File: src/shared/acr_pkg.sv
// Purpose: shared constants and decoders for the command fifo router ends
// Assumes: register port with byte offsets, 32-bit quadlets
// Notes:   control quadlet bit numbering is msb-first in print, lsb-first here
package acr_pkg;

	// register port offsets
	localparam logic [7:0] ADR_CTRL       = 8'h50;
	localparam logic [7:0] ADR_TX_FIRST   = 8'h70;
	localparam logic [7:0] ADR_TX_CONT    = 8'h74;
	localparam logic [7:0] ADR_TX_UPDATE  = 8'h78;
	localparam logic [7:0] ADR_RX_GENERAL = 8'h80;
	localparam logic [7:0] ADR_RX_MGMT    = 8'h84;
	localparam logic [7:0] ADR_RX_CMD     = 8'h88;

	// control register fields and reset value
	localparam int         CTRL_UNSOL_EN_BIT  = 0;
	localparam int         CTRL_UNSOL_IRQ_BIT = 1;
	localparam logic [1:0] CTRL_RESET         = 2'h0;

	// control quadlet field positions (lsb index)
	localparam int SPD_LSB   = 16;
	localparam int LABEL_LSB = 10;
	localparam int RT_LSB    = 8;
	localparam int TCODE_LSB = 4;
	localparam int PRIOR_LSB = 0;

	// transaction codes
	localparam logic [3:0] TC_WR_QUAD_REQ  = 4'h0;
	localparam logic [3:0] TC_WR_BLK_REQ   = 4'h1;
	localparam logic [3:0] TC_WR_RESP      = 4'h2;
	localparam logic [3:0] TC_RD_QUAD_REQ  = 4'h4;
	localparam logic [3:0] TC_RD_BLK_REQ   = 4'h5;
	localparam logic [3:0] TC_RD_QUAD_RESP = 4'h6;
	localparam logic [3:0] TC_RD_BLK_RESP  = 4'h7;
	localparam logic [3:0] TC_LOCK_REQ     = 4'h9;
	localparam logic [3:0] TC_LOCK_RESP    = 4'hb;

	localparam logic [1:0] SPD_UNDEFINED = 2'h3;

	// queue / fifo selectors
	typedef enum logic [1:0] {
		ACR_Q_GENERAL = 2'h0,
		ACR_Q_MGMT    = 2'h1,
		ACR_Q_CMD     = 2'h2,
		ACR_Q_DMA     = 2'h3
	} acr_queue_t;

	function automatic logic is_resp(input logic [3:0] tc);
		return tc == TC_WR_RESP || tc == TC_RD_QUAD_RESP || tc == TC_RD_BLK_RESP ||
			tc == TC_LOCK_RESP;
	endfunction : is_resp

	// labels held back for the device's own fetch and dma traffic
	function automatic logic is_reserved(input logic [5:0] lbl, input logic [3:0] tc);
		return (!is_resp(tc) && lbl[5:4] == 2'h1) ||
			(tc == TC_RD_BLK_REQ && (lbl == 6'h28 || lbl[5:3] == 3'h7));
	endfunction : is_reserved

endpackage : acr_pkg

File: src/shared/acr_if.sv
// Purpose: register port joining the host end and the device end
// Assumes: one clock, host issues at most one access per cycle
// Notes:   read data answers one cycle after the read strobe
`timescale 1ns/1ps
interface acr_if;
	logic [7:0]  adr;
	logic        wr;
	logic [31:0] wdata;
	logic        rd;
	logic [31:0] rdata;
	logic        rvalid;

	modport host (output adr, output wr, output wdata, output rd, input rdata, input rvalid);
	modport dev  (input adr, input wr, input wdata, input rd, output rdata, output rvalid);
endinterface : acr_if

File: src/rtl/acr_device.sv
// Purpose: device end - steers written packets to transmit queues, receive packets to fifos
// Assumes: link side presents one quadlet per cycle and honours o_rx_ready
// Notes:   transmit quadlets pass straight through, only receive is buffered
`timescale 1ns/1ps

module acr_device #(
	parameter int DEPTH = 16
) (
	// clock and reset
	input  wire logic        i_clk,
	input  wire logic        i_rst,
	// register port
	acr_if.dev               bus,
	// link transmit side
	output logic             o_tx_valid,
	output logic [31:0]      o_tx_data,
	output logic [1:0]       o_tx_queue,
	output logic             o_tx_first,
	output logic             o_tx_last,
	output logic             o_tx_resp_expected,
	// link receive side
	input  wire logic        i_rx_valid,
	input  wire logic [31:0] i_rx_data,
	input  wire logic        i_rx_first,
	output logic             o_rx_ready,
	// dma receive fifo feed
	output logic             o_dma_valid,
	output logic [31:0]      o_dma_data,
	// status
	output logic             o_unsol_en
);
	localparam int NF = 3;
	localparam int AW = $clog2(DEPTH);
	localparam logic [AW:0] ROOM = (AW + 1)'(DEPTH - 2);

	typedef struct packed {
		logic [NF-1:0][DEPTH-1:0][31:0] mem;
		logic [NF-1:0][AW-1:0]          wp;
		logic [NF-1:0][AW-1:0]          rp;
		logic [NF-1:0][AW:0]            cnt;
		logic [1:0]                     tx_q;
		logic                           tx_unsol;
		logic [1:0]                     rx_sel;
		logic                           unsol_en;
		logic                           unsol_irq_en;
		logic                           tx_valid;
		logic [31:0]                    tx_data;
		logic [1:0]                     tx_queue;
		logic                           tx_first;
		logic                           tx_last;
		logic                           tx_resp_exp;
		logic                           rx_ready;
		logic                           dma_valid;
		logic [31:0]                    dma_data;
		logic [31:0]                    rdata;
		logic                           rvalid;
	} acr_dev_state_t;

	acr_dev_state_t st_r;
	acr_dev_state_t st_nxt;

	// transmit queue choice from the first quadlet
	function automatic logic [1:0] tx_route(input logic [5:0] lbl, input logic [3:0] tc);
		if (acr_pkg::is_resp(tc))
			return acr_pkg::ACR_Q_GENERAL;
		if (tc == acr_pkg::TC_RD_BLK_REQ && lbl[5:2] == 4'h8)
			return acr_pkg::ACR_Q_MGMT;
		if (tc == acr_pkg::TC_RD_BLK_REQ && lbl[5:2] == 4'hc)
			return acr_pkg::ACR_Q_CMD;
		return acr_pkg::ACR_Q_GENERAL;
	endfunction : tx_route

	// receive fifo choice for an incoming response
	function automatic logic [1:0] rx_route(input logic [5:0] lbl, input logic [3:0] tc);
		if (lbl[5:4] == 2'h1)
			return acr_pkg::ACR_Q_DMA;
		if (lbl[5:2] == 4'h8 || lbl == 6'h28)
			return acr_pkg::ACR_Q_MGMT;
		if (lbl[5:2] == 4'hc || (lbl[5:3] == 3'h7 && tc == acr_pkg::TC_RD_BLK_RESP))
			return acr_pkg::ACR_Q_CMD;
		return acr_pkg::ACR_Q_GENERAL;
	endfunction : rx_route

	always_comb begin
		logic [5:0]    lbl;
		logic [3:0]    tc;
		logic [1:0]    sel;
		logic [NF-1:0] push;
		logic [NF-1:0] pop;
		logic          is_wr_port;
		lbl        = bus.wdata[acr_pkg::LABEL_LSB +: 6];
		tc         = bus.wdata[acr_pkg::TCODE_LSB +: 4];
		sel        = st_r.rx_sel;
		push       = '0;
		pop        = '0;
		is_wr_port = 1'b0;
		st_nxt     = st_r;

		// transmit: quadlets forwarded as written, queue fixed by first quadlet
		st_nxt.tx_valid = 1'b0;
		st_nxt.tx_first = 1'b0;
		st_nxt.tx_last  = 1'b0;
		if (bus.wr) begin
			case (bus.adr)
				acr_pkg::ADR_TX_FIRST: begin
					is_wr_port         = 1'b1;
					st_nxt.tx_q        = tx_route(lbl, tc);
					// status block to initiator, sent unified, no response comes
					st_nxt.tx_unsol    = lbl[5:3] == 3'h7 && tc == acr_pkg::TC_WR_BLK_REQ;
					st_nxt.tx_first    = 1'b1;
					st_nxt.tx_resp_exp = !acr_pkg::is_resp(tc) &&
						!st_nxt.tx_unsol;
					st_nxt.tx_queue    = st_nxt.tx_q;
				end
				acr_pkg::ADR_TX_CONT: begin
					is_wr_port      = 1'b1;
					st_nxt.tx_queue = st_r.tx_q;
				end
				acr_pkg::ADR_TX_UPDATE: begin
					is_wr_port      = 1'b1;
					st_nxt.tx_queue = st_r.tx_q;
					st_nxt.tx_last  = 1'b1;
					if (st_r.tx_unsol && st_r.unsol_irq_en)
						st_nxt.unsol_en = 1'b0;
				end
				acr_pkg::ADR_CTRL: begin
					st_nxt.unsol_en     = bus.wdata[acr_pkg::CTRL_UNSOL_EN_BIT];
					st_nxt.unsol_irq_en = bus.wdata[acr_pkg::CTRL_UNSOL_IRQ_BIT];
				end
				default: ;
			endcase
		end
		if (is_wr_port) begin
			st_nxt.tx_valid = 1'b1;
			st_nxt.tx_data  = bus.wdata;
		end

		// receive: first quadlet picks the fifo, rest of packet follows it
		st_nxt.dma_valid = 1'b0;
		if (i_rx_valid && st_r.rx_ready) begin
			if (i_rx_first)
				sel = rx_route(i_rx_data[acr_pkg::LABEL_LSB +: 6],
					i_rx_data[acr_pkg::TCODE_LSB +: 4]);
			st_nxt.rx_sel = sel;
			if (sel == acr_pkg::ACR_Q_DMA) begin
				st_nxt.dma_valid = 1'b1;
				st_nxt.dma_data  = i_rx_data;
			end else begin
				push[sel] = 1'b1;
			end
		end

		// host reads pop the addressed fifo; empty fifo reads as zero
		st_nxt.rvalid = bus.rd;
		st_nxt.rdata  = '0;
		if (bus.rd) begin
			case (bus.adr)
				acr_pkg::ADR_RX_GENERAL,
				acr_pkg::ADR_RX_MGMT,
				acr_pkg::ADR_RX_CMD: begin
					sel = 2'(bus.adr[3:2]);
					if (st_r.cnt[sel] != '0) begin
						pop[sel]     = 1'b1;
						st_nxt.rdata = st_r.mem[sel][st_r.rp[sel]];
					end
				end
				acr_pkg::ADR_CTRL: begin
					st_nxt.rdata[acr_pkg::CTRL_UNSOL_EN_BIT]  = st_r.unsol_en;
					st_nxt.rdata[acr_pkg::CTRL_UNSOL_IRQ_BIT] = st_r.unsol_irq_en;
				end
				default: ;
			endcase
		end

		for (int f = 0; f < NF; f++) begin
			if (push[f]) begin
				st_nxt.mem[f][st_r.wp[f]] = i_rx_data;
				st_nxt.wp[f] = st_r.wp[f] + 1'b1;
			end
			if (pop[f])
				st_nxt.rp[f] = st_r.rp[f] + 1'b1;
			if (push[f] && !pop[f])
				st_nxt.cnt[f] = st_r.cnt[f] + 1'b1;
			else if (pop[f] && !push[f])
				st_nxt.cnt[f] = st_r.cnt[f] - 1'b1;
		end

		// ready leaves one spare slot; taken from the next count, it falls in the same cycle the fill reaches DEPTH-1
		st_nxt.rx_ready = 1'b1;
		for (int f = 0; f < NF; f++) begin
			if (st_nxt.cnt[f] > ROOM)
				st_nxt.rx_ready = 1'b0;
		end
	end

	always_ff @(posedge i_clk or posedge i_rst) begin
		if (i_rst) begin
			st_r          <= '0;
			st_r.unsol_en <= acr_pkg::CTRL_RESET[acr_pkg::CTRL_UNSOL_EN_BIT];
		end else begin
			st_r <= st_nxt;
		end
	end

	assign bus.rdata          = st_r.rdata;
	assign bus.rvalid         = st_r.rvalid;
	assign o_tx_valid         = st_r.tx_valid;
	assign o_tx_data          = st_r.tx_data;
	assign o_tx_queue         = st_r.tx_queue;
	assign o_tx_first         = st_r.tx_first;
	assign o_tx_last          = st_r.tx_last;
	assign o_tx_resp_expected = st_r.tx_resp_exp;
	assign o_rx_ready         = st_r.rx_ready;
	assign o_dma_valid        = st_r.dma_valid;
	assign o_dma_data         = st_r.dma_data;
	assign o_unsol_en         = st_r.unsol_en;
endmodule : acr_device

File: src/flat_wrapper.sv
// flat-port wrapper written by rule: the top's interface ports become plain ports
module acr_device_flat 
#(
	parameter int DEPTH = 16
)
  (i_clk, i_rst, o_tx_valid, o_tx_data, o_tx_queue, o_tx_first, o_tx_last, o_tx_resp_expected, i_rx_valid, i_rx_data, i_rx_first, o_rx_ready, o_dma_valid, o_dma_data, o_unsol_en, bus_adr, bus_wr, bus_wdata, bus_rd, bus_rdata, bus_rvalid);
  acr_if bus_i ();
  input  wire logic i_clk;
  input  wire logic i_rst;
  output logic o_tx_valid;
  output logic [31:0] o_tx_data;
  output logic [1:0] o_tx_queue;
  output logic o_tx_first;
  output logic o_tx_last;
  output logic o_tx_resp_expected;
  input  wire logic i_rx_valid;
  input  wire logic [31:0] i_rx_data;
  input  wire logic i_rx_first;
  output logic o_rx_ready;
  output logic o_dma_valid;
  output logic [31:0] o_dma_data;
  output logic o_unsol_en;
  input wire logic [$bits(bus_i.adr)-1:0] bus_adr;
  input wire logic [$bits(bus_i.wr)-1:0] bus_wr;
  input wire logic [$bits(bus_i.wdata)-1:0] bus_wdata;
  input wire logic [$bits(bus_i.rd)-1:0] bus_rd;
  output wire logic [$bits(bus_i.rdata)-1:0] bus_rdata;
  output wire logic [$bits(bus_i.rvalid)-1:0] bus_rvalid;
  assign bus_i.adr = bus_adr;
  assign bus_i.wr = bus_wr;
  assign bus_i.wdata = bus_wdata;
  assign bus_i.rd = bus_rd;
  assign bus_rdata = bus_i.rdata;
  assign bus_rvalid = bus_i.rvalid;
  acr_device #(.DEPTH(DEPTH)) u_core (.i_clk(i_clk), .i_rst(i_rst), .bus(bus_i), .o_tx_valid(o_tx_valid), .o_tx_data(o_tx_data), .o_tx_queue(o_tx_queue), .o_tx_first(o_tx_first), .o_tx_last(o_tx_last), .o_tx_resp_expected(o_tx_resp_expected), .i_rx_valid(i_rx_valid), .i_rx_data(i_rx_data), .i_rx_first(i_rx_first), .o_rx_ready(o_rx_ready), .o_dma_valid(o_dma_valid), .o_dma_data(o_dma_data), .o_unsol_en(o_unsol_en));
endmodule
File: config.mk
export PLATFORM = sky130hd
export DESIGN_NAME = acr_device_flat
export DESIGN_NICKNAME = d
export VERILOG_FILES = /design/src/shared/acr_pkg.sv /design/src/shared/acr_if.sv /design/src/rtl/acr_device.sv /design/src/flat_wrapper.sv
export SDC_FILE = /design/constraint.sdc
export NUM_CORES = 2
export LEC_CHECK = 0
export BUFFER_PORTS_ARGS = -buffer_cell sky130_fd_sc_hd__buf_2
export CORE_MARGIN = 2
export CORE_UTILIZATION = 50
export DETAILED_ROUTE_END_ITERATION = 16
export PLACE_DENSITY = 0.71
export SLEW_MARGIN = 5
export SYNTH_ARGS = -nofsm -noshare
export SYNTH_HDL_FRONTEND = slang
export SYNTH_SLANG_ARGS = --single-unit
File: constraint.sdc
create_clock -name i_clk -period 96.1 [get_ports i_clk]
set_clock_uncertainty 0.1 [all_clocks]
set_input_delay 19.22 -clock i_clk [delete_from_list [all_inputs] [get_ports i_clk]]
set_output_delay 19.22 -clock i_clk [all_outputs]
set_load 0.05 [all_outputs]
* Yosys cells after proc, flatten, opt, wreduce, memory -nomap -nowiden
Index checks and enable logic that the tools add are counted.
Storage, ports and cells: output and inout bits 106, register bits after elaboration 1687, logic and storage cells 254, input port bits 78
Cells by class: muxes and demuxes 89, $lt $le $gt $ge 14, reductions and logical operators 42, add/subtract/negate cells 12, equality and inequality tests 24
Operator list (number):
- bitwise mux 512 bit | 3
- binary-select mux 512 bit (select 2 bit) | 1
- 2-to-1 mux 512 bit | 1
- demux 32 bit (select 4 bit) | 3
- 2-to-1 mux 32 bit | 6
- binary-select mux 32 bit (select 4 bit) | 1
- 2-to-1 mux 33 bit | 3
- 2-to-1 mux 1 bit | 35
- 2-to-1 mux 5 bit | 7
- == test 8 x 7 -> 1 bit, second input constant | 4
- 2-to-1 mux 30 bit | 1
- 2-to-1 mux 2 bit | 14
- adder 4 x 1 -> 4 bit, second input constant | 6
- == test 8 bit, second input constant | 3
- == test 4 bit, second input constant | 5
- < comparator 4 x 5 -> 1 bit, second input constant | 4
- logical AND 1 bit | 18
- 2-to-1 mux 3 bit | 6
- == test 4 x 3 -> 1 bit, second input constant | 4
- adder 5 x 1 -> 5 bit, second input constant | 3
- > comparator 5 x 4 -> 1 bit, second input constant | 3
- subtractor 5 x 1 -> 5 bit, second input constant | 3
- >= comparator 4 x 1 -> 1 bit, second input constant | 3
- binary-select mux 5 bit (select 2 bit) | 1
- other kinds (22) | 43

* Longest topological paths before layout
word-level depth 30, gate-level depth with buffers 12, depth with buffers taken out 8

* Worst setup path after synthesis
OpenSTA, ideal clock, no wires.
path kind input to register, start point input port bus_adr[3], end point register u_core.st_r, in the netlist u_core.o_tx_data[0], data required time 95875 ps, buffers on the path 5, setup slack 74719 ps, setup time 125 ps, data arrival time 21156 ps, cell stages on the path 7, cells stage by stage buf_2 > buf_4 > buf_2 > buf_2 > a21oi_1 > clkbuf_1 > mux2_2
On the way: cells in the longest elaborated chain, start to end 4, elaborated cells on any way between the ends 6, those cells by class eq/ne: 3; mux: 2; reduce/logical: 1
Ends and longest elaborated chain:
- start, declared | RTL line flat_wrapper.sv:23 | input wire logic [$bits(bus_i.adr)-1:0] bus_adr;
- == test 8 x 7 -> 1 bit | RTL line acr_device.sv:104 | case (bus.adr)
- OR reduction 3 bit (no source line) *
- 2-to-1 mux 1 bit * | RTL line acr_device.sv:104
- 2-to-1 mux 1 bit * | RTL line acr_device.sv:103 | if (bus.wr) begin
- end signal, assigned | RTL line acr_device.sv:201 | st_r <= st_nxt;
- end, declared | RTL line acr_device.sv:59 | acr_dev_state_t st_r;
Mark *: on every way between the ends. The rest lies on a longest branch, timed or not. A chain may end at the register's enable or synchronous reset.

==> summary.txt <==
Run status
  • Outcome: completed

Synthesis
  • Mapped Nets: 6316
  • Post-synth EDFFs: 0
  • Yosys warns: 0
  • Synth Register Bits: 1687
  • Post-synthesis sequential area ratio: 0.536
  • Most common flop cell mapped by yosys: dfrtp_1
  • Async SR Flop Fraction: 1.00
  • Netlist Area Pre-Place: 78700 um^2
  • Gate Count Post-Synth: 6217
  • Syn_area_per_cell: 12.7 um^2
  • Synth unique cells: 63

CTS
  • CTS tree: done
  • Post-CTS setup buffers: 0
  • Hold-fix buffer count after cts: 0
  • Clock Latency Late Sink: 0.81 ns
  • Root Buffer: clkbuf_16
  • Clock sinks: 1687
  • H-tree depth: 4
  • CTS clk-pin slew, worst paths: 0.06 ns
  • Post-CTS sizing: 0
  • CTS buffer count: 176
  • CTS max path bufs: 3

Floorplan
  • Initial Utilization: 0.504
  • Die Ht: 401 um
  • DIE WIDTH: 401 um
  • Io pins: 184
  • Placement row count: 145
  • Core area: 156000 um^2
  • Die ar.: 161000 um^2

Global route
  • Largest net degree at the start of global routing: 186
  • Vias in the first global route: 51800
  • Gr usage total: 0.262
  • First-pass GRT wire length: 324000 um
  • Grt ovf: 0
  • Initial antenna violation count: 9

Route
  • Final WL: 211000 um
  • Routed Antenna Nets: 0
  • DR iter-0 viols: 3876
  • Vias: 50600
  • Via/cell ratio: 6.18
  • Remaining DRCs: 0
  • Wirelength per Cell: 25.8 um
  • Drt pass-1 iters: 5

Setup path
  • CP Capture Type: flop
  • Reg2reg path depth: 9
  • Reg2Reg Launch Point: u_core.st_r[128]
  • CP endpoint: u_core.bus.rdata[9]
  • Worst reg-to-reg setup slack: 91.31 ns
  • Crit path DAT: 24.90 ns
  • Startpoint types: input pin
  • Setup crit start: bus_adr[3]
  • Crit Path Class: input pin to flop
  • RR Endpoint: u_core.bus.rdata[27]
  • Worst EP required: 96.72 ns
  • Largest fanout on the critical path: 55

Cells and area
  • Layout cells sized above 1: 0.337
  • Nets@finish: 6076
  • Synth-to-Final Area Change: 9.21%
  • FILL cells: 12800

Power and ir drop
  • Sequential Power Share: 0.483
  • Max VDD drop: 0.0207 mV
  • Switching Share: 0.287
  • Sw power: 0.000640 W
  • Logic pwr share: 0.215
  • Clock power share: 0.302
  • Internal cell power: 0.00159 W
  • Cell area power density: 26.0 nW/um^2
  • Leak: 40.4 nW

Place
  • DP HPWL: 113000 um
  • I/O Buffers: 183
  • Final Wtd Congestion: 0.802

Timing
  • Unrepaired setup endpoints after global routing: false
  • Final hold viol count: 0
  • Setup TNS: 0 ns
  • Peak Freq: 0.0412 GHz
  • Hold_ws: 0.374 ns
  • Min Clock Period, post-route: 24.28 ns
  • Final Max Tran Viols: 0
  • Max transition margin: 0.144
  • Final period utilization: 0.253
  • Final setup fails: 0
  • Worst slew pin tran: 1.28 ns

Job
  • Max cap viols: 0

Hold path
  • Hold Crit Class: flop to flop
  • Hold Crit Depth: 1
worst max-delay path, stage by stage:
cell and delay, ns:
buf_8 0.41, buf_4 0.88, buf_4 0.87, buf_4 0.88, buf_4 0.89, mux2i_1 0.17
nor2_1 0.12, a211oi_1 0.05, o311ai_0 0.68, o211ai_1 0.20, a21oi_1 0.21
power by group through the flow:
stage / combinational, W / clock (W) / sequential (W)
4_1_cts: 0.000485 / 0.000685 / 0.00107
5_1_grt: 0.000526 / 0.000716 / 0.00111
3_5_place_dp: 0.000483 / 0 / 0.00109
3_3_place_gp: 0.000464 / 0 / 0.00107
6_report: 0.000481 / 0.000675 / 0.00108
2_1_floorplan: 0.000404 / 0 / 0.00106
cell usage in the layout, fill, tap and decap left out, types with 10 or more instances in the layout:
cell / synthesis / routed
a211oi_1: 207 / 207
clkbuf_1: 375 / 55
clkbuf_8: 0 / 45
ha_1: 21 / 21
inv_1: 15 / 14
mux2_2: 1452 / 1452
buf_2: 168 / 181
nand4_1: 22 / 22
o21ai_0: 223 / 223
a21oi_1: 53 / 50
nand3_2: 0 / 14
clkinv_2: 0 / 25
nand2_1: 345 / 333
mux2i_1: 520 / 520
mux2_1: 155 / 155
clkbuf_16: 0 / 180
buf_4: 99 / 92
xnor2_1: 27 / 27
o31ai_1: 34 / 34
nor2_1: 231 / 229
dfrtp_1: 1687 / 1687
o211ai_1: 339 / 339
nand3_4: 0 / 10
o311ai_0: 64 / 64
nand2_2: 0 / 12
nor3_1: 10 / 10
stage by stage:
step            util  instances  worst slack [ns]  instance area [um^2]  total power, W
4_1_cts        0.550       8180             71.95                 86000         0.00224
6_report       0.550       8185             71.82                 86000         0.00223
5_1_grt        0.550       8183             71.62                 86000         0.00235
3_5_place_dp   0.513       7857             71.13                 80200         0.00157
3_3_place_gp   0.513       7857             71.14                 80200         0.00154
2_1_floorplan      -       6217             29.17                 78700         0.00147
cell usage after synthesis (53+ instances only):
master | instances | area share
a211oi_1 | 207 | 0.020
a21oi_1 | 53 | 0.0034
buf_1 | 60 | 0.0029
buf_2 | 168 | 0.011
buf_4 | 99 | 0.0094
clkbuf_1 | 375 | 0.018
dfrtp_1 | 1687 | 0.54
mux2_1 | 155 | 0.022
mux2_2 | 1452 | 0.21
mux2i_1 | 520 | 0.066
nand2_1 | 345 | 0.016
nor2_1 | 231 | 0.011
o211ai_1 | 339 | 0.032
o21ai_0 | 223 | 0.014
o311ai_0 | 64 | 0.0071
area by class of cell:
cell class | instances | area [um^2] | area share
timing repair buffer | 284 | 1810 | 0.0210
tap | 2058 | 2570 | 0.0300
clock buffer | 280 | 5330 | 0.0620
sequential | 1687 | 42200 | 0.491
multi-input combinational | 3813 | 33500 | 0.390
inverter | 15 | 63.8 | 0.000742
antenna | 5 | 12.5 | 0.000146
clock inverter | 43 | 420 | 0.00489
worst min path at each step:
stage / start / end / slack (ns)
2_1_floorplan: u_core.st_r[130] / u_core.st_r[130] / 0.34
3_3_place_gp: u_core.st_r[130] / u_core.st_r[130] / 0.36
3_5_place_dp: u_core.st_r[130] / u_core.st_r[130] / 0.36
4_1_cts: u_core.st_r[130] / u_core.st_r[130] / 0.37
5_1_grt: u_core.st_r[1584] / u_core.st_r[1584] / 0.40
6_report: u_core.st_r[130] / u_core.st_r[130] / 0.37
routing by layer:
layer,vias to the layer above,GRT usage,part of all wire
met3,351,0.0409,0.053
met5,-,0,0.000090
li1,22000,-,-
met1,26900,0.357,0.44
met2,1340,0.431,0.48
met4,4,0.0835,0.029
registers in the layout, indices dropped and copies added, names as in the netlist:
| name | cells |
|---|---|
| u_core.o_unsol_en | 1 |
| u_core.o_dma_valid | 1 |
| u_core.st_r | 1581 |
| u_core.o_tx_last | 1 |
| u_core.o_dma_data | 32 |
| u_core.o_rx_ready | 1 |
| u_core.o_tx_data | 32 |
| u_core.bus.rvalid | 1 |
| u_core.o_tx_resp_expected | 1 |
| u_core.o_tx_queue | 2 |
| u_core.o_tx_valid | 1 |
| u_core.o_tx_first | 1 |
| u_core.bus.rdata | 32 |
cells by family after synthesis:
logic type | synth area share
AO/OA/AOI/OAI | 0.0827
XOR/XNOR | 0.00356
adder cells (fa/ha/maj) | 0.00334
buffers and inverters | 0.0416
flip-flops | 0.536
multiplexers | 0.296
AND/OR/NAND/NOR | 0.0365
Power figures use the tool's default switching activity.
